## src/rtl/udc_pkg.sv

```systemverilog
`default_nettype none
package udc_pkg;
	// Register byte offsets
	localparam logic [7:0] OFS_DEVICE_CONTROL  = 8'h08;
	localparam logic [7:0] OFS_FUNCTION_ADDR   = 8'h0A;
	localparam logic [7:0] OFS_LINK_STATUS     = 8'h0C;
	localparam logic [7:0] OFS_LINK_POWER      = 8'h0D;
	localparam logic [7:0] OFS_DESCRIPTOR_BASE = 8'h24;
	localparam logic [7:0] OFS_PAD_TRIM        = 8'h28;

	// Reset values
	localparam logic [15:0] RST_DEVICE_CONTROL  = 16'h0001;
	localparam logic [7:0]  RST_FUNCTION_ADDR   = 8'h00;
	localparam logic [31:0] RST_DESCRIPTOR_BASE = 32'h00000000;
	localparam logic [15:0] RST_PAD_TRIM        = 16'h0000;
	localparam logic [6:0]  RST_POWER_CODE      = 7'h01;
	localparam logic [1:0]  RST_LINE_STATE      = 2'h1;
	localparam logic [1:0]  RST_SPEED_STATUS    = 2'h1;

	// Writable bit masks; everything else is reserved and reads zero
	localparam logic [15:0] MASK_DEVICE_CONTROL = 16'h0E1F;
	localparam logic [15:0] MASK_PAD_TRIM       = 16'h77DF;

	// device_control field positions
	localparam int POS_DETACH      = 0;
	localparam int POS_REMOTE_WAKE = 1;
	localparam int POS_SPEED_LO    = 2;
	localparam int POS_SETUP_ONLY  = 4;
	localparam int POS_ALL_NAK     = 9;
	localparam int POS_LPM_LO      = 10;
	// function_address_reg field positions
	localparam int POS_ADDR_VALID  = 7;
	// pad_trim_reg field positions
	localparam int POS_PMOS_LO     = 0;
	localparam int POS_NMOS_LO     = 6;
	localparam int POS_EDGE_LO     = 12;
	// link_status field positions
	localparam int POS_STAT_SPEED  = 2;
	localparam int POS_STAT_LINE   = 6;

	// Selector encodings
	localparam logic [1:0] LPM_NONE   = 2'h0;
	localparam logic [1:0] LPM_ACK    = 2'h1;
	localparam logic [1:0] LPM_NYET   = 2'h2;
	localparam logic [1:0] SPD_FULL   = 2'h0;
	localparam logic [1:0] SPD_LOW    = 2'h1;
	localparam logic [1:0] STAT_LOW   = 2'h0;
	localparam logic [1:0] STAT_FULL  = 2'h1;

	// Upstream resume drive time
	localparam int CLK_MHZ           = 250;
	localparam int RESUME_DRIVE_US   = 2000;
	localparam int RESUME_CYCLES     = RESUME_DRIVE_US * CLK_MHZ;

	// Link power states, Gray along off-on-suspend-sleep-resume
	typedef enum logic [2:0] {
		LPS_OFF      = 3'h0,
		LPS_ON       = 3'h1,
		LPS_SUSPEND  = 3'h3,
		LPS_SLEEP    = 3'h2,
		LPS_DOWNSTREAM_RESUME_STATE = 3'h6,
		LPS_UPSTREAM_RESUME_STATE = 3'h7,
		LPS_RESET    = 3'h5
	} udc_lps_t;

	// Handshake answers
	typedef enum logic [2:0] {
		HS_NONE  = 3'h0,
		HS_ACK   = 3'h1,
		HS_NAK   = 3'h2,
		HS_STALL = 3'h3,
		HS_NYET  = 3'h4
	} udc_hs_t;
endpackage : udc_pkg
`default_nettype wire

```

## src/rtl/udc_ctrl_regs.sv

```systemverilog
// Functional notes
// [RULE1] Power state reported as one-hot 7-bit code, seven states, others unused.
// [RULE2] Off code shown while powered off, detached or disabled.
// [RULE3] Reserved bits read zero; software writes them as zero.
// [RULE4] 32-bit writable descriptor table base pointer.
// [RULE5] Software keeps the two low pointer bits zero.
// [RULE6] Software loads pad trim values before enabling the controller.
// [RULE7] Pad trim holds edge trim 14:12, NMOS 10:6, PMOS 4:0.
// [RULE8] Power-management reply: 0 none, 1 ACK, 2 NYET, 3 reserved.
// [RULE9] All-NAK bit forces NAK on every transaction, else real status; the code answers LPM and ignored endpoint-0 tokens without it.
// [RULE10] All-NAK acts directly, with no synchroniser in its path.
// [RULE11] Setup-only bit ignores endpoint-0 traffic except SETUP.
// [RULE12] Setup-only bit clears itself when a SETUP arrives.
// [RULE13] Speed select: 0 full speed, 1 low speed, others reserved.
// [RULE14] Writing one to remote wake starts upstream resume; zero ignored.
// [RULE15] Remote wake clears on bus reset or when resume is sent.
// [RULE16] Detach resets to one; clearing it attaches the device.
// [RULE17] Address zero until address valid set, then the programmed address.
// [RULE18] Bus reset clears address valid.
// [RULE19] Bus reset clears the function address.
// [RULE20] Line state reads 0 SE0, 1 FS-J/LS-K, 2 FS-K/LS-J.
// [RULE21] Speed status reads 0 low speed, 1 full speed.
// [RULE22] Power, line and speed status tracked continuously, no handshake.
`timescale 1ns/1ps
`default_nettype none

module udc_ctrl_regs #(
	parameter int RESUME_CYCLES = udc_pkg::RESUME_CYCLES
) (
	input  wire logic          i_clk_sys,
	input  wire logic          i_srst,
	// Register port
	input  wire logic [7:0]    i_addr,
	input  wire logic [31:0]   i_wr_data,
	input  wire logic          i_wr_stb,
	input  wire logic          i_rd_stb,
	output logic [31:0]        o_rd_data,
	// Link events
	input  wire logic          i_ctrl_enable,
	input  wire logic          i_bus_reset,
	input  wire logic          i_suspend_det,
	input  wire logic          i_lpm_sleep,
	input  wire logic          i_resume_det,
	input  wire logic          i_resume_end,
	input  wire logic [1:0]    i_line_state,
	// Token in, handshake out
	input  wire logic          i_tok_valid,
	input  wire logic          i_tok_ep0,
	input  wire logic          i_tok_setup,
	input  wire logic          i_tok_lpm,
	input  wire udc_pkg::udc_hs_t i_ep_status,
	output logic               o_hs_valid,
	output udc_pkg::udc_hs_t   o_hs_code,
	// Controls to the rest of the controller
	output logic               o_pullup_en,
	output logic               o_speed_low,
	output logic               o_drive_resume,
	output logic [6:0]         o_dev_addr,
	output logic [31:0]        o_desc_base,
	output logic [2:0]         o_edge_trim,
	output logic [4:0]         o_nmos_trim,
	output logic [4:0]         o_pmos_trim,
	output logic [6:0]         o_link_power_state
);
	import udc_pkg::*;

	localparam int CW = $clog2(RESUME_CYCLES + 1);

	typedef struct packed {
		logic [15:0] device_control;
		logic [7:0]  function_address;
		logic [31:0] descriptor_base;
		logic [15:0] pad_trim;
		udc_lps_t    lps;
		logic [CW-1:0] resume_cnt;
		logic [6:0]  power_code;
		logic [1:0]  line_state;
		logic [1:0]  speed_status;
		logic [6:0]  dev_addr;
		logic        pullup_en;
		logic        speed_low;
		logic        drive_resume;
		logic        hs_valid;
		udc_hs_t     hs_code;
		logic [31:0] rd_data;
	} udc_state_t;

	udc_state_t st_reg;
	udc_state_t st_next;

	logic          detach;
	logic          wake_req;
	logic          setup_only;
	logic          all_nak;
	logic [1:0]    speed_sel;
	logic [1:0]    lpm_sel;
	logic          addr_valid;
	logic [15:0]   wr_ctrl;
	logic [7:0]    link_status;

	always_comb begin
		detach     = st_reg.device_control[POS_DETACH];
		wake_req   = st_reg.device_control[POS_REMOTE_WAKE];
		setup_only = st_reg.device_control[POS_SETUP_ONLY];
		all_nak    = st_reg.device_control[POS_ALL_NAK];
		speed_sel  = st_reg.device_control[POS_SPEED_LO +: 2];
		lpm_sel    = st_reg.device_control[POS_LPM_LO +: 2];
		addr_valid = st_reg.function_address[POS_ADDR_VALID];
		wr_ctrl    = i_wr_data[15:0] & MASK_DEVICE_CONTROL; // [RULE3]
		link_status = 8'h00;
		link_status[POS_STAT_LINE +: 2]  = st_reg.line_state; // [RULE20]
		link_status[POS_STAT_SPEED +: 2] = st_reg.speed_status; // [RULE21]
	end

	always_comb begin
		st_next = st_reg;
		st_next.hs_valid = 1'b0;
		st_next.rd_data  = 32'h00000000;

		// Hardware clears come first so a same-cycle software write wins
		if (i_tok_valid && i_tok_ep0 && i_tok_setup) begin
			st_next.device_control[POS_SETUP_ONLY] = 1'b0; // [RULE12]
		end
		if (i_bus_reset) begin
			st_next.device_control[POS_REMOTE_WAKE] = 1'b0; // [RULE15]
			st_next.function_address[POS_ADDR_VALID] = 1'b0; // [RULE18]
			st_next.function_address[6:0] = 7'h00; // [RULE19]
		end

		// Link power state machine
		case (st_reg.lps)
			LPS_OFF: begin
				if (i_ctrl_enable && !detach) begin
					st_next.lps = LPS_ON;
				end
			end
			LPS_ON: begin
				if (i_suspend_det) begin
					st_next.lps = LPS_SUSPEND;
				end else if (i_lpm_sleep) begin
					st_next.lps = LPS_SLEEP;
				end
			end
			LPS_SUSPEND, LPS_SLEEP: begin
				if (i_resume_det) begin
					st_next.lps = LPS_DOWNSTREAM_RESUME_STATE;
				end else if (wake_req) begin
					st_next.lps = LPS_UPSTREAM_RESUME_STATE; // [RULE14]
					st_next.resume_cnt = CW'(RESUME_CYCLES - 1);
				end
			end
			LPS_DOWNSTREAM_RESUME_STATE: begin
				if (i_resume_end) begin
					st_next.lps = LPS_ON;
				end
			end
			LPS_UPSTREAM_RESUME_STATE: begin
				if (st_reg.resume_cnt == '0) begin
					st_next.lps = LPS_ON;
					st_next.device_control[POS_REMOTE_WAKE] = 1'b0; // [RULE15]
				end else begin
					st_next.resume_cnt = st_reg.resume_cnt - CW'(1);
				end
			end
			LPS_RESET: begin
				if (!i_bus_reset) begin
					st_next.lps = LPS_ON;
				end
			end
			default: begin
				st_next.lps = LPS_OFF;
			end
		endcase
		// Bus reset outranks every state but off; off outranks everything
		if (i_bus_reset && st_reg.lps != LPS_OFF) begin
			st_next.lps = LPS_RESET;
		end
		if (!i_ctrl_enable || detach) begin
			st_next.lps = LPS_OFF; // [RULE2]
		end

		// Software writes
		if (i_wr_stb) begin
			case (i_addr)
				OFS_DEVICE_CONTROL: begin
					// Remote wake is set-only: a zero keeps what hardware left,
					// a one beats a hardware clear in the same cycle
					st_next.device_control = wr_ctrl |
						(st_next.device_control & (16'h0001 << POS_REMOTE_WAKE)); // [RULE14]
				end
				OFS_FUNCTION_ADDR: begin
					st_next.function_address = i_wr_data[7:0]; // [RULE17]
				end
				OFS_DESCRIPTOR_BASE: begin
					st_next.descriptor_base = i_wr_data; // [RULE4]
				end
				OFS_PAD_TRIM: begin
					st_next.pad_trim = i_wr_data[15:0] & MASK_PAD_TRIM; // [RULE7]
				end
				default: begin
				end
			endcase
		end

		// Software reads, answered one cycle later
		if (i_rd_stb) begin
			case (i_addr)
				OFS_DEVICE_CONTROL: begin
					st_next.rd_data = {16'h0000, st_reg.device_control};
				end
				OFS_FUNCTION_ADDR: begin
					st_next.rd_data = {24'h000000, st_reg.function_address};
				end
				OFS_LINK_STATUS: begin
					st_next.rd_data = {24'h000000, link_status};
				end
				OFS_LINK_POWER: begin
					st_next.rd_data = {25'h0000000, st_reg.power_code}; // [RULE3]
				end
				OFS_DESCRIPTOR_BASE: begin
					st_next.rd_data = st_reg.descriptor_base;
				end
				OFS_PAD_TRIM: begin
					st_next.rd_data = {16'h0000, st_reg.pad_trim};
				end
				default: begin
					st_next.rd_data = 32'h00000000;
				end
			endcase
		end

		// Status tracks the link every cycle
		case (st_reg.lps)
			LPS_OFF:      st_next.power_code = 7'h01; // [RULE1]
			LPS_ON:       st_next.power_code = 7'h02;
			LPS_SUSPEND:  st_next.power_code = 7'h04;
			LPS_SLEEP:    st_next.power_code = 7'h08;
			LPS_DOWNSTREAM_RESUME_STATE: st_next.power_code = 7'h10;
			LPS_UPSTREAM_RESUME_STATE: st_next.power_code = 7'h20;
			LPS_RESET:    st_next.power_code = 7'h40;
			default:      st_next.power_code = RST_POWER_CODE;
		endcase
		st_next.line_state = i_line_state; // [RULE22]
		st_next.speed_status = (speed_sel == SPD_LOW) ? STAT_LOW : STAT_FULL; // [RULE13]
		st_next.speed_low    = (speed_sel == SPD_LOW); // [RULE13]
		st_next.dev_addr = addr_valid ? st_reg.function_address[6:0] : 7'h00; // [RULE17]
		st_next.pullup_en    = !detach; // [RULE16]
		st_next.drive_resume = (st_reg.lps == LPS_UPSTREAM_RESUME_STATE); // [RULE14]

		// Handshake choice; the all-NAK bit is read straight from the register
		if (i_tok_valid) begin
			if (i_tok_lpm) begin
				st_next.hs_valid = 1'b1;
				case (lpm_sel) // [RULE8]
					LPM_ACK:  st_next.hs_code = HS_ACK;
					LPM_NYET: st_next.hs_code = HS_NYET;
					default:  st_next.hs_code = HS_NONE;
				endcase
			end else if (setup_only && i_tok_ep0 && !i_tok_setup) begin
				st_next.hs_valid = 1'b1;
				st_next.hs_code  = HS_NONE; // [RULE11]
			end else begin
				st_next.hs_valid = 1'b1;
				st_next.hs_code  = all_nak ? HS_NAK : i_ep_status; // [RULE9] [RULE10]
			end
		end

		if (i_srst) begin
			st_next.device_control   = RST_DEVICE_CONTROL; // [RULE16]
			st_next.function_address = RST_FUNCTION_ADDR;
			st_next.descriptor_base  = RST_DESCRIPTOR_BASE;
			st_next.pad_trim         = RST_PAD_TRIM;
			st_next.lps              = LPS_OFF;
			st_next.resume_cnt       = '0;
			st_next.power_code       = RST_POWER_CODE;
			st_next.line_state       = RST_LINE_STATE;
			st_next.speed_status     = RST_SPEED_STATUS;
			st_next.dev_addr         = 7'h00;
			st_next.pullup_en        = 1'b0;
			st_next.speed_low        = 1'b0;
			st_next.drive_resume     = 1'b0;
			st_next.hs_valid         = 1'b0;
			st_next.hs_code          = HS_NONE;
			st_next.rd_data          = 32'h00000000;
		end
	end

	always_ff @(posedge i_clk_sys) begin
		st_reg <= st_next;
	end

	assign o_rd_data          = st_reg.rd_data;
	assign o_hs_valid         = st_reg.hs_valid;
	assign o_hs_code          = st_reg.hs_code;
	assign o_pullup_en        = st_reg.pullup_en;
	assign o_speed_low        = st_reg.speed_low;
	assign o_drive_resume     = st_reg.drive_resume;
	assign o_dev_addr         = st_reg.dev_addr;
	assign o_desc_base        = st_reg.descriptor_base; // [RULE4]
	assign o_edge_trim        = st_reg.pad_trim[POS_EDGE_LO +: 3];
	assign o_nmos_trim        = st_reg.pad_trim[POS_NMOS_LO +: 5];
	assign o_pmos_trim        = st_reg.pad_trim[POS_PMOS_LO +: 5];
	assign o_link_power_state = st_reg.power_code;
endmodule : udc_ctrl_regs

`default_nettype wire

```

## config.mk

```make
export PLATFORM = sky130hd
export DESIGN_NAME = udc_ctrl_regs
export DESIGN_NICKNAME = d
export VERILOG_FILES = /design/src/rtl/udc_pkg.sv /design/src/rtl/udc_ctrl_regs.sv
export SDC_FILE = /design/constraint.sdc
export NUM_CORES = 1
export LEC_CHECK = 0
export ABC_AREA = 1
export ABC_CLOCK_PERIOD_IN_PS = 3400
export BUFFER_PORTS_ARGS = -buffer_cell sky130_fd_sc_hd__buf_2
export CAP_MARGIN = 40
export CELL_PAD_IN_SITES_DETAIL_PLACEMENT = 0
export CELL_PAD_IN_SITES_GLOBAL_PLACEMENT = 2
export CORE_UTILIZATION = 32
export CTS_CLUSTER_DIAMETER = 80
export DETAILED_ROUTE_END_ITERATION = 10
export PLACE_DENSITY_LB_ADDON = 0.1
export SYNTH_ARGS = -nofsm -noshare
export SYNTH_HDL_FRONTEND = slang
export SYNTH_SLANG_ARGS = --single-unit
```

## constraint.sdc

```tcl
create_clock -name i_clk_sys -period 3.4 [get_ports i_clk_sys]
set_input_delay 0.51 -clock i_clk_sys [delete_from_list [all_inputs] [get_ports i_clk_sys]]
set_output_delay 0.51 -clock i_clk_sys [all_outputs]
set_load 0.01 [all_outputs]
```

# Word level (Yosys, flattened, before mapping)
# Index checks and enable logic that the tools add are counted.
# word_totals
regBits,144
wordCells,109
# classes
n_addsub,1
n_eq_ne,30
n_mux,30
bitwise,4
reduce_logical,26
# ops
operator,count
case mux 32 bit (6 select lines),1
2-to-1 mux 61 bit,1
case mux 7 bit (6 select lines),1
2-to-1 mux 19 bit,2
case mux 19 bit (2 select lines),1
2-to-1 mux 3 bit,11
== test 8 x 4 -> 1 bit (second input constant),4
2-to-1 mux 32 bit,1
2-to-1 mux 22 bit,1
logical NOT 19 bit,1
subtractor 19 x 1 -> 19 bit (second input constant),1
!= test 3 bit (second input constant),6
case mux 3 bit (6 select lines),1
== test 8 x 6 -> 1 bit (second input constant),2
2-to-1 mux 8 bit,2
2-to-1 mux 15 bit,1
!= test 2 bit (second input constant),7
bitwise OR 12 x 2 -> 12 bit,1
AND reduction 6 bit,2
OR reduction 2 bit,5
== test 3 bit (second input constant),3
!= test 4 bit (second input constant),2
== test 3 x 2 -> 1 bit (second input constant),2
logical AND 1 bit,6
other kinds (15),26

# Logic depth before layout (Yosys ltp)
# Gate-level depths: netlist of the first run.
# depth
ltp_word,6
mapped_depth,12
depth_no_buf,11

# Worst setup path before layout of the first run
# OpenSTA, ideal clock, no wires.
# synth_timing
kind,in2reg
from,input i_addr[7]
to,"register st_reg, in the netlist addr_valid"
setup_time_ns,0.119
arrival_time_ns,1.454
required_ns,3.281
path_slack_ns,1.826
stages,9
path_buffers,1
path_cell_list,nor2_1 > nand3_2 > inv_1 > nand2_2 > inv_2 > nand2_2 > buf_6 > o21ai_0 > a21oi_1
# synth_via
elab_chain_len,3
# synth_lines
element,line_no,text
"start, declared",udc_ctrl_regs.sv:33,"input wire logic [7:0] i_addr,"
== test 8 x 4 -> 1 bit,udc_ctrl_regs.sv:184,case (i_addr)
2-to-1 mux 8 bit,udc_ctrl_regs.sv:184,
2-to-1 mux 61 bit,udc_ctrl_regs.sv:183,if (i_wr_stb) begin
"end signal, assigned",udc_ctrl_regs.sv:289,st_reg <= st_next;
"end, declared",udc_ctrl_regs.sv:88,udc_state_t st_reg;
# No other way between the ends.
# A chain may end at the register's enable or synchronous reset.

# Worst setup path after layout of the first run
# layout_timing
from,register st_reg[57] (netlist bit)
to,register st_reg[68] (netlist bit)
# layout_via
elab_chain_len,3
elab_cells_between_ends,6
# layout_lines
element,line_no
subtractor 19 x 1 -> 19 bit / logical NOT 19 bit (equally long branches),"udc_ctrl_regs.sv:162, udc_ctrl_regs.sv:158"
2-to-1 mux 19 bit / != test 2 bit (equally long branches),-
case mux 19 bit (2 select lines) / AND reduction 4 bit (equally long branches),-
# Parallel ways exist; a longest one is shown, timed or not. The select of a mux whose other input is x is not followed.

==> results of run 1 <==
==> per-stage QoR <==
step	worst slack (ns)	power, mW	instance area, um2
6_report	1.174	3.734	7350
5_1_grt	0.9972	3.880	7347
4_1_cts	1.145	3.778	7347
3_5_place_dp	0.9293	1.801	6725
3_3_place_gp	0.9797	1.800	6725
2_1_floorplan	1.826	1.734	6497
==> where the power goes <==
group	switching, mW	internal [mW]	total, mW
combinational	0.0837	0.0429	0.127
sequential	0.00260	1.63	1.64
clock	0.738	1.23	1.97
==> final cells by class <==
cell class              instances  area share (%)
multi-input cells             489           33.20
well taps                     265           4.511
repair buffers                159           10.93
clock inverters                13           2.622
diodes                          1         0.03405
flip-flops and latches        139           37.86
inverters                      96           5.005
clock buffers                  18           5.839
==> per-layer routing <==
layer / share of wire [%] / vias up
met5: 0 / -
met4: 0.92 / 0
met3: 5.3 / 12
met2: 47 / 137
met1: 46 / 2487
li1: - / 2763
==> cell usage after synthesis (3+ instances only) <==
cell / n / area (um2)
a211oi_1: 4 / 30.03
a21oi_1: 82 / 410.4
a31oi_1: 3 / 18.77
buf_2: 11 / 55.05
buf_4: 95 / 713.2
buf_6: 8 / 90.09
clkbuf_1: 12 / 45.04
dfxtp_1: 139 / 2783
inv_1: 87 / 326.6
inv_2: 4 / 15.01
inv_4: 3 / 18.77
nand2_1: 114 / 427.9
nand2_2: 11 / 68.82
nand2_4: 4 / 45.04
nand3_1: 65 / 325.3
nand4_1: 5 / 31.28
nor2_1: 80 / 300.3
nor2_2: 4 / 25.02
nor3_1: 23 / 115.1
o211ai_1: 6 / 45.04
o21ai_0: 42 / 210.2
o21ai_1: 12 / 60.06
o22ai_1: 8 / 50.05
or2_2: 3 / 18.77
xnor2_1: 3 / 26.28
==> kinds of logic (layout without fill, tap and decap cells) <==
kind of cell               Yosys count  in the layout  share of synthesized area (%)
other                                0              1                              0
DFF                                139            139                          42.83
AOI/OAI and AO/OA                  162            162                          13.42
xor gates and xnor gates             5              5                         0.6741
and+or+nand+nor                    321            321                          23.26
adders and majority gates            1              1                         0.1925
buffers and inverters              223            286                          19.62
==> worst paths after layout <==
kind / startpoint / endpoint / slack, ns / depth (start not counted)
hold / removal: i_line_state[0] / link_status[6] / 0.27 / 2
hold reg to reg: detach / o_pullup_en / 0.43 / 1
setup reg to reg: st_reg[57] / st_reg[68] / 1.17 / 11
setup / recovery: st_reg[57] / st_reg[68] / 1.17 / 11
==> critical path: cells and delay by family, from the launching register on <==
kind	cells	cell delay (ns)
simple gates	9	1.39
flops	1	0.33
fa+ha+maj	1	0.22
buf+inv	1	0.17
==> layout by cell type (no fill, tap or decap), types with 3 or more instances in the layout <==
cell type,n
buf_2,156
dfxtp_1,139
nand2_1,114
inv_1,87
a21oi_1,82
nor2_1,80
nand3_1,65
o21ai_0,42
nor3_1,23
clkbuf_16,17
o21ai_1,12
nand2_2,11
o22ai_1,8
o211ai_1,6
nand4_1,5
inv_2,4
nor2_2,4
nand2_4,4
a211oi_1,4
bufinv_16,4
inv_4,3
a31oi_1,3
xnor2_1,3
or2_2,3
clkinv_4,3
inv_6,3
buf_4,3
==> impl_metrics.ini, run 1 <==
[global_routing]
top_usage_layer = met2
grtUsageMet1_pct = 23.34
grt_pass1_vias = 5094
grt_max_degree = 62
track_usage_pct = 18.02
overflow = 0
use_met2_pct = 29.76
antenna_found_initial = 1
grt_first_pass_wirelength_um = 28070
grtUsageMet3_pct = 3.212

[clocking]
h-tree-depth = 4
clk_pin_slew_ns = 0.06
clkSinkCount = 139
cts_buffers = 17
postCtsHoldBufs = 0
cts_root_buf = clkbuf_16
cts_tree = built
cts_resized = 0
worstSkewPairLatency_ns = 0.42
cts_setup_buffers = 0
clk_path_buf_depth = 2

[route]
drc = 0
avgViaCountPerCell = 4.575
dr.pass1.iters = 5
routed-via-count = 5399
drt_iter0_drc = 305
ant_nets = 0
routedWlPerCell_um = 15.61
drt_wl_total_um = 18430

[setup_path]
critical_path.most_common_cell = nand2_2
worstPathRequired_ns = 3.71
startpoint_type = flip-flop
worstSetupEndpointType = flip-flop
crit_type = flip-flop to flip-flop
slowest_delay_ns = 0.36
crit_slowest_cell = nand2_2
worst-endpoint-arrival_ns = 2.54
critical_path.max_fanout = 21
path_cells = inv_1 -> ha_1 -> nand2_2 -> nor2_8 -> nand3_4 -> nand2_4 -> nand2_2 -> nand2_2 -> nand2_1 -> nand2_1 -> nor2_1

[synthesis]
synth_area_um2 = 6497
synth_flop_cell = dfxtp_1
yosysUniqueCellTypes = 42
ys_warn_count = 0
synth_cells = 851
seq_area_frac_synth_pct = 42.83
ys_ff_latch = 139
synth_async_sr_flop_share_pct = 0
syn_nets = 911
avgSynthCellArea_um2 = 7.635
synth-edff-count = 0

[sta]
max_freq_mhz = 449.2
worstMarginPinSlew_ns = 0.6365
finalCritPeriodShare_pct = 65.48
fin_tns_setup_ns = 0
slew_violations = 0
finalSetupViolCount = 0
rsz0062_at_grt = no
finClkSkew_ns = 0.007121
whs_ns = 0.2733
hold_violations = 0
slew_headroom_pct = 57.45
fin_crit_ns = 2.226

[floorplanning]
dieArea_um2 = 20880
coreArea_um2 = 19650
row_count = 51
die_x_um = 144.5
start_util_pct = 33.06
ios = 157
dieHeight_um = 144.5

[job]
drv_cap = 0

[place]
io_buffers = 156
gp_congestion = 0.8309
dp.cells = 1148
place_hpwl_um = 13480

[power_and_ir_drop]
power_density_nw_per_um2 = 508.1
ir_drop_mv = 0.3126
p_leak_nw = 3.232

[hold_path]
hp-class = input port to flip-flop

[status]
run_status = completed

[layout]
nNetsFinal = 962
drive_gt1_share_pct = 25.27
multiInputGateArea_um2 = 2440
seqCellArea_um2 = 2783
post-route-util_pct = 37.40
areaGrowthSynthToFinish_pct = 13.11
final_cells = 1180
nFillCells = 2150
(Power assumes the default switching activity.)
==> run 2: changes to the inputs <==
Settings changed: ABC_CLOCK_PERIOD_IN_PS 3400 to 2310, CORE_UTILIZATION 32 to 30.
Clock period 3.4 ns to 2.31 ns, I/O delays scaled along.
==> run 2 against run 1 <==
- die area grew 6.6%
- setup slack lost 0.74 ns
- via count grew 2.0%
- combinational power grew 59%
- fmax grew 19%
- utilization shrank 2.5 points
- sequential cell count is the same
- critical path depth shrank 1
- critical path type unchanged
- critical endpoint is now st_reg[66]
- largest cell class unchanged
==> impl_metrics.ini, run 2 (synthesis gave the netlist of run 1 again) <==
[floorplanning]
ios = 157
row_count = 53
start_util_pct = 30.72
coreArea_um2 = 21150
dieHeight_um = 149.2
die_x_um = 149.2
dieArea_um2 = 22250

[setup_path]
worst-endpoint-arrival_ns = 2.13
worstReg2RegStart = st_reg[57]
r2r_cells = 10
critical_path.max_fanout = 11
r2r_slack_ns = 0.44
worst-path-buf-inv = 2
critical_path.most_common_cell = nand2_2
worstPathRequired_ns = 2.57
slowest_delay_ns = 0.33
crit_slowest_cell = dfxtp_1
cp_top_family = simple AND/OR/NAND/NOR gates
crit_type = flip-flop to flip-flop
worstSetupEndpointType = flip-flop
r2r_end = st_reg[66]
path_cells = inv_1 -> ha_1 -> nand2_2 -> nor2_8 -> nand3_4 -> nand2_4 -> nand2_2 -> buf_4 -> nand3_1 -> a21oi_1
startpoint_type = flip-flop

[clocking]
cts_resized = 0
clkSinkCount = 139
worstSkewPairLatency_ns = 0.41
clk_pin_slew_ns = 0.06
h-tree-depth = 4
cts_root_buf = clkbuf_16
cts_tree = built
cts_buffers = 17
cts_setup_buffers = 0
postCtsHoldBufs = 0
clk_path_buf_depth = 2

[power_and_ir_drop]
finalPower_mw = 5.334
power.share.switching_pct = 23.06
p_int_mw = 4.104
ir_drop_mv = 0.4589
switchingPower_mw = 1.230
power_density_nw_per_um2 = 722.3
combPwrFrac_pct = 3.8
p_leak_nw = 3.250
seq_power_share_pct = 45.2
clkPwrFrac_pct = 51.0

[route]
drt_iter0_drc = 318
avgViaCountPerCell = 4.595
routedWlPerCell_um = 16.15
drt_wl_total_um = 19350
routed-via-count = 5505
dr.pass1.iters = 5
ant_nets = 0
drc = 0

[sta]
whs_ns = 0.1198
fin_crit_ns = 1.872
worstMarginPinSlew_ns = 0.6101
finClkSkew_ns = 0.008827
slew_headroom_pct = 59.33
rsz0062_at_grt = no
slew_violations = 0
hold_violations = 0
finalCritPeriodShare_pct = 81.04
finalSetupViolCount = 0
max_freq_mhz = 534.2
fin_tns_setup_ns = 0

[layout]
nNetsFinal = 970
seqCellArea_um2 = 2783
nFillCells = 2293
final_design_area_no_fill_um2 = 7385
diodes = 0
areaGrowthSynthToFinish_pct = 13.65
multiInputGateArea_um2 = 2440
final_cell_mix = buf_2 (156), dfxtp_1 (139), nand2_1 (114)
layout.cells.most_common = buf_2
post-route-util_pct = 34.91
drive_gt1_share_pct = 25.89

[hold_path]
hp-class = input port to flip-flop
min-delay-start = i_line_state[0]
holdPathStages = 2
worstHoldEndpoint = link_status[6]

[place]
gp_congestion = 0.7950
io_buffers = 156
place_hpwl_um = 14430
post_dp_cell_area_um2 = 6798

[global_routing]
overflow = 0
track_usage_pct = 17.69
grt_pass1_vias = 5371
antenna_found_initial = 0
grt_first_pass_wirelength_um = 29570
grt_max_degree = 62

[job]
drv_cap = 0

[status]
run_status = completed
==> run 2: changes by cell type in the layout (fill, tap and decap cells not counted) <==
cell | previous run | this run
buf_4 | 3 | 11
diode_2 | 1 | 0
bufinv_16 | 4 | 2
clkbuf_8 | 0 | 1
clkbuf_1 | 1 | 2
clkinvlp_4 | 2 | 3
==> run 2: layout make-up <==
type,count,share of cell area [%]
clock inverter,12,1.898
multi-input combinational,489,33.04
tap,275,4.659
timing repair buffer,167,11.69
inverter,96,4.981
sequential,139,37.68
clock buffer,20,6.049
==> run 2: through the flow <==
stage          instances  setup slack [ns]
5_1_grt             1198            0.2785
3_3_place_gp        1166            0.2692
2_1_floorplan        851            0.8085
6_report            1198            0.4379
3_5_place_dp        1166            0.2040
4_1_cts             1198            0.4077
==> run 2: worst max path at each step <==
| stage | start | to | depth (start not counted) |
|---|---|---|---|
| 4_1_cts | st_reg[78] | st_reg[136] | 5 |
| 5_1_grt | st_reg[57] | st_reg[63] | 9 |
| 3_5_place_dp | i_addr[1] | o_desc_base[30] | 9 |
| 2_1_floorplan | st_reg[57] | st_reg[78] | 12 |
| 6_report | st_reg[57] | st_reg[66] | 10 |
| 3_3_place_gp | i_addr[1] | o_desc_base[30] | 9 |
==> run 2: power groups by stage <==
| stage | clock (mW) | combinational (mW) | sequential, mW |
|---|---|---|---|
| final | 2.72 | 0.202 | 2.41 |
| after CTS | 2.79 | 0.203 | 2.41 |
| after global routing | 2.91 | 0.221 | 2.41 |
| after floorplan | 0 | 0.0908 | 2.46 |
| after global placement | 0 | 0.201 | 2.46 |
| after detailed placement | 0 | 0.202 | 2.46 |
==> run 2: routing by layer <==
metal	up-vias	GRT usage (%)	share of wire [%]
met5	-	0	0
met4	0	4.745	1.1
met3	17	3.486	5.7
met2	168	27.98	45
met1	2542	24.37	48
li1	2778	-	-
==> run 3: changes to the inputs <==
Settings changed: ABC_AREA 1 to 0, ABC_CLOCK_PERIOD_IN_PS 2310 to 1750, CORE_UTILIZATION 30 to 31.
Clock period 2.31 ns to 1.75 ns, I/O delays scaled along.
==> run 3 against run 2 <==
- the flow now finishes with violations (negative setup slack)
- register-to-register slack worse by 0.55 ns
- sequential cell count stayed put
- die area shrank 8.9%
- final area rose by 4.3%
- routed wire length shrank 8.8%
- combinational power rose by 38%
- global-route usage about the same
- clock skew shrank 0.0016 ns
- fmax is 0.53% higher
- power is 31% higher
- count of clock-buffer cells in the layout decreased by 3
- critical path depth is 2 lower
- highest routed layer unchanged
==> impl_metrics.ini, run 3 <==
[synthesis]
synth_area_leaders = dfxtp_1 (46%), buf_4 (12%), nand2_1 (7.0%)
synth_top_area_share_pct = 45.54
ys_ff_latch = 139
avgSynthCellArea_um2 = 8.656
ys_warn_count = 0
yosysUniqueCellTypes = 56
syn_nets = 766
synth_fa_ha_area_share_pct = 0.2048
synthMuxAreaShare_pct = 1.884
synth_flop_cell = dfxtp_1
synth_cells = 706
yosys.area_share.simple_pct = 22.89
synth_top_family_by_area = simple AND/OR/NAND/NOR gates
synth.most_common_cell = dfxtp_1
synth_area_um2 = 6111
yosys.area.top_type = dfxtp_1
synth_async_sr_flop_share_pct = 0
synth_common_cells = dfxtp_1 (139), nand2_1 (114), buf_4 (94), a21oi_1 (72), nor2_1 (50)
synth_compound_area_share_pct = 13.66
synth-edff-count = 0
seq_area_frac_synth_pct = 45.54
synthXorXnorAreaFrac_pct = 1.003

[setup_path]
critical_path.max_fanout = 7
crit_type = flip-flop to flip-flop
startpoint_type = flip-flop
worst-endpoint-arrival_ns = 2.16
worstPathRequired_ns = 2.05
worstSetupEndpointType = flip-flop
r2r_slack_ns = -0.11

[route]
dr.pass1.iters = 5
drc = 0
routed-via-count = 5148
ant_nets = 0
drt_wl_total_um = 17650
routedWlPerCell_um = 16.00
drt_iter0_drc = 234
avgViaCountPerCell = 4.667

[sta]
worstMarginPinSlew_ns = 0.5214
rsz0062_at_grt = yes
finalSetupViolCount = 9
max_freq_mhz = 537.0
hold_violations = 0
finClkSkew_ns = 0.007242
slew_violations = 0
fin_crit_ns = 1.862
layout_setup_ws_ns = -0.1123
slew_headroom_pct = 64.92
whs_ns = 0.03163
finalCritPeriodShare_pct = 106.4

[global_routing]
overflow = 0
antenna_found_initial = 0
track_usage_pct = 17.71
grt_first_pass_wirelength_um = 26940
grt_pass1_vias = 4791
grt_max_degree = 82

[layout]
final_design_area_no_fill_um2 = 7705
areaGrowthSynthToFinish_pct = 26.09
diodes = 0
nNetsFinal = 890
drive_gt1_share_pct = 37.49
final_cell_mix = buf_2 (156), dfxtp_1 (137), nand2_1 (113)
layout.cells.most_common = buf_2

[job]
drv_cap = 0

[floorplanning]
coreArea_um2 = 19020
die_x_um = 142.4
dieArea_um2 = 20280
row_count = 50
dieHeight_um = 142.4
ios = 157
start_util_pct = 32.13

[place]
io_buffers = 156
post_dp_cell_area_um2 = 7020
place_hpwl_um = 12900
gp_congestion = 0.7959
post-place-ws_ns = -0.4278

[clocking]
clkSinkCount = 139
clk_pin_slew_ns = 0.06
worstSkewPairLatency_ns = 0.42
h-tree-depth = 4
cts_buffers = 17
cts_root_buf = clkbuf_16
clk_path_buf_depth = 2
cts_tree = built

[status]
run_status = finished, violations left
violations = negative setup slack

[power_and_ir_drop]
ir_drop_mv = 0.6332
p_leak_nw = 3.190
finalPower_mw = 6.967
power_density_nw_per_um2 = 904.3

[hold_path]
hp-class = input port to flip-flop
[run 3: final timing paths]
kind                         from              to  depth (start not counted)
setup / recovery       st_reg[57]      st_reg[64]                          8
hold / removal    i_line_state[0]  link_status[6]                          2
setup reg to reg       st_reg[57]      st_reg[64]                          8
hold reg to reg      speed_sel[0]  link_status[2]                          1
[run 3: cell families after synthesis]
group / Yosys count
simple gates: 275
buf+inv: 139
flops: 139
compound gates: 134
mux: 11
xor+xnor: 7
fa+ha+maj: 1
[run 3: where the power goes]
group	total (mW)	internal, mW	leakage [nW]	switching, mW
registers	3.18	3.17	1.12	0.00418
logic	0.278	0.114	1.80	0.164
clock network	3.51	2.09	0.267	1.42
total	6.97	5.38	3.19	1.59
[run 3: cell type report]
type                       count  area [um2]
sequential                   139        2785
clock buffer                  17       425.4
timing repair buffer         236        1459
inverter                       8       30.03
clock inverter                15       151.4
multi-input combinational    428        2529
tap                          260       325.3
fill                        1993       11310
[run 3: critical path, stage by stage (launching register included)]
cell and delay [ns]:
dfxtp_2 0.34, inv_2 0.07, ha_4 0.13, or3b_4 0.41, or2_4 0.27, o211ai_1 0.16
buf_4 0.18, or3_1 0.13, a21oi_2 0.05
[run 3: per-layer routing]
layer | vias up | part of all wire, % | global-route usage [%]
li1 | 2571 | - | -
met1 | 2419 | 51 | 26.02
met2 | 146 | 43 | 25.28
met3 | 12 | 5.3 | 3.769
met4 | 0 | 1.0 | 5.942
met5 | - | 0 | 0
[run 3: metrics by stage]
step | cells | setup TNS [ns] | utilization (%)
final | 1103 | -0.6212 | 40.51
after global routing | 1103 | -1.862 | 40.51
after CTS | 1103 | -0.3993 | 40.11
after detailed placement | 1069 | -25.24 | 36.91
after global placement | 1069 | -22.58 | 36.91
after floorplan | 706 | -3.605 | -
[run 3: what timing repair did]
action / in CTS / in global routing
setup buffers: 2 / 0
pin swaps: 10 / 10
resized for setup: 5 / 18
endpoints found under the setup margin: 14 / 31
hold buffers: 0 / 0
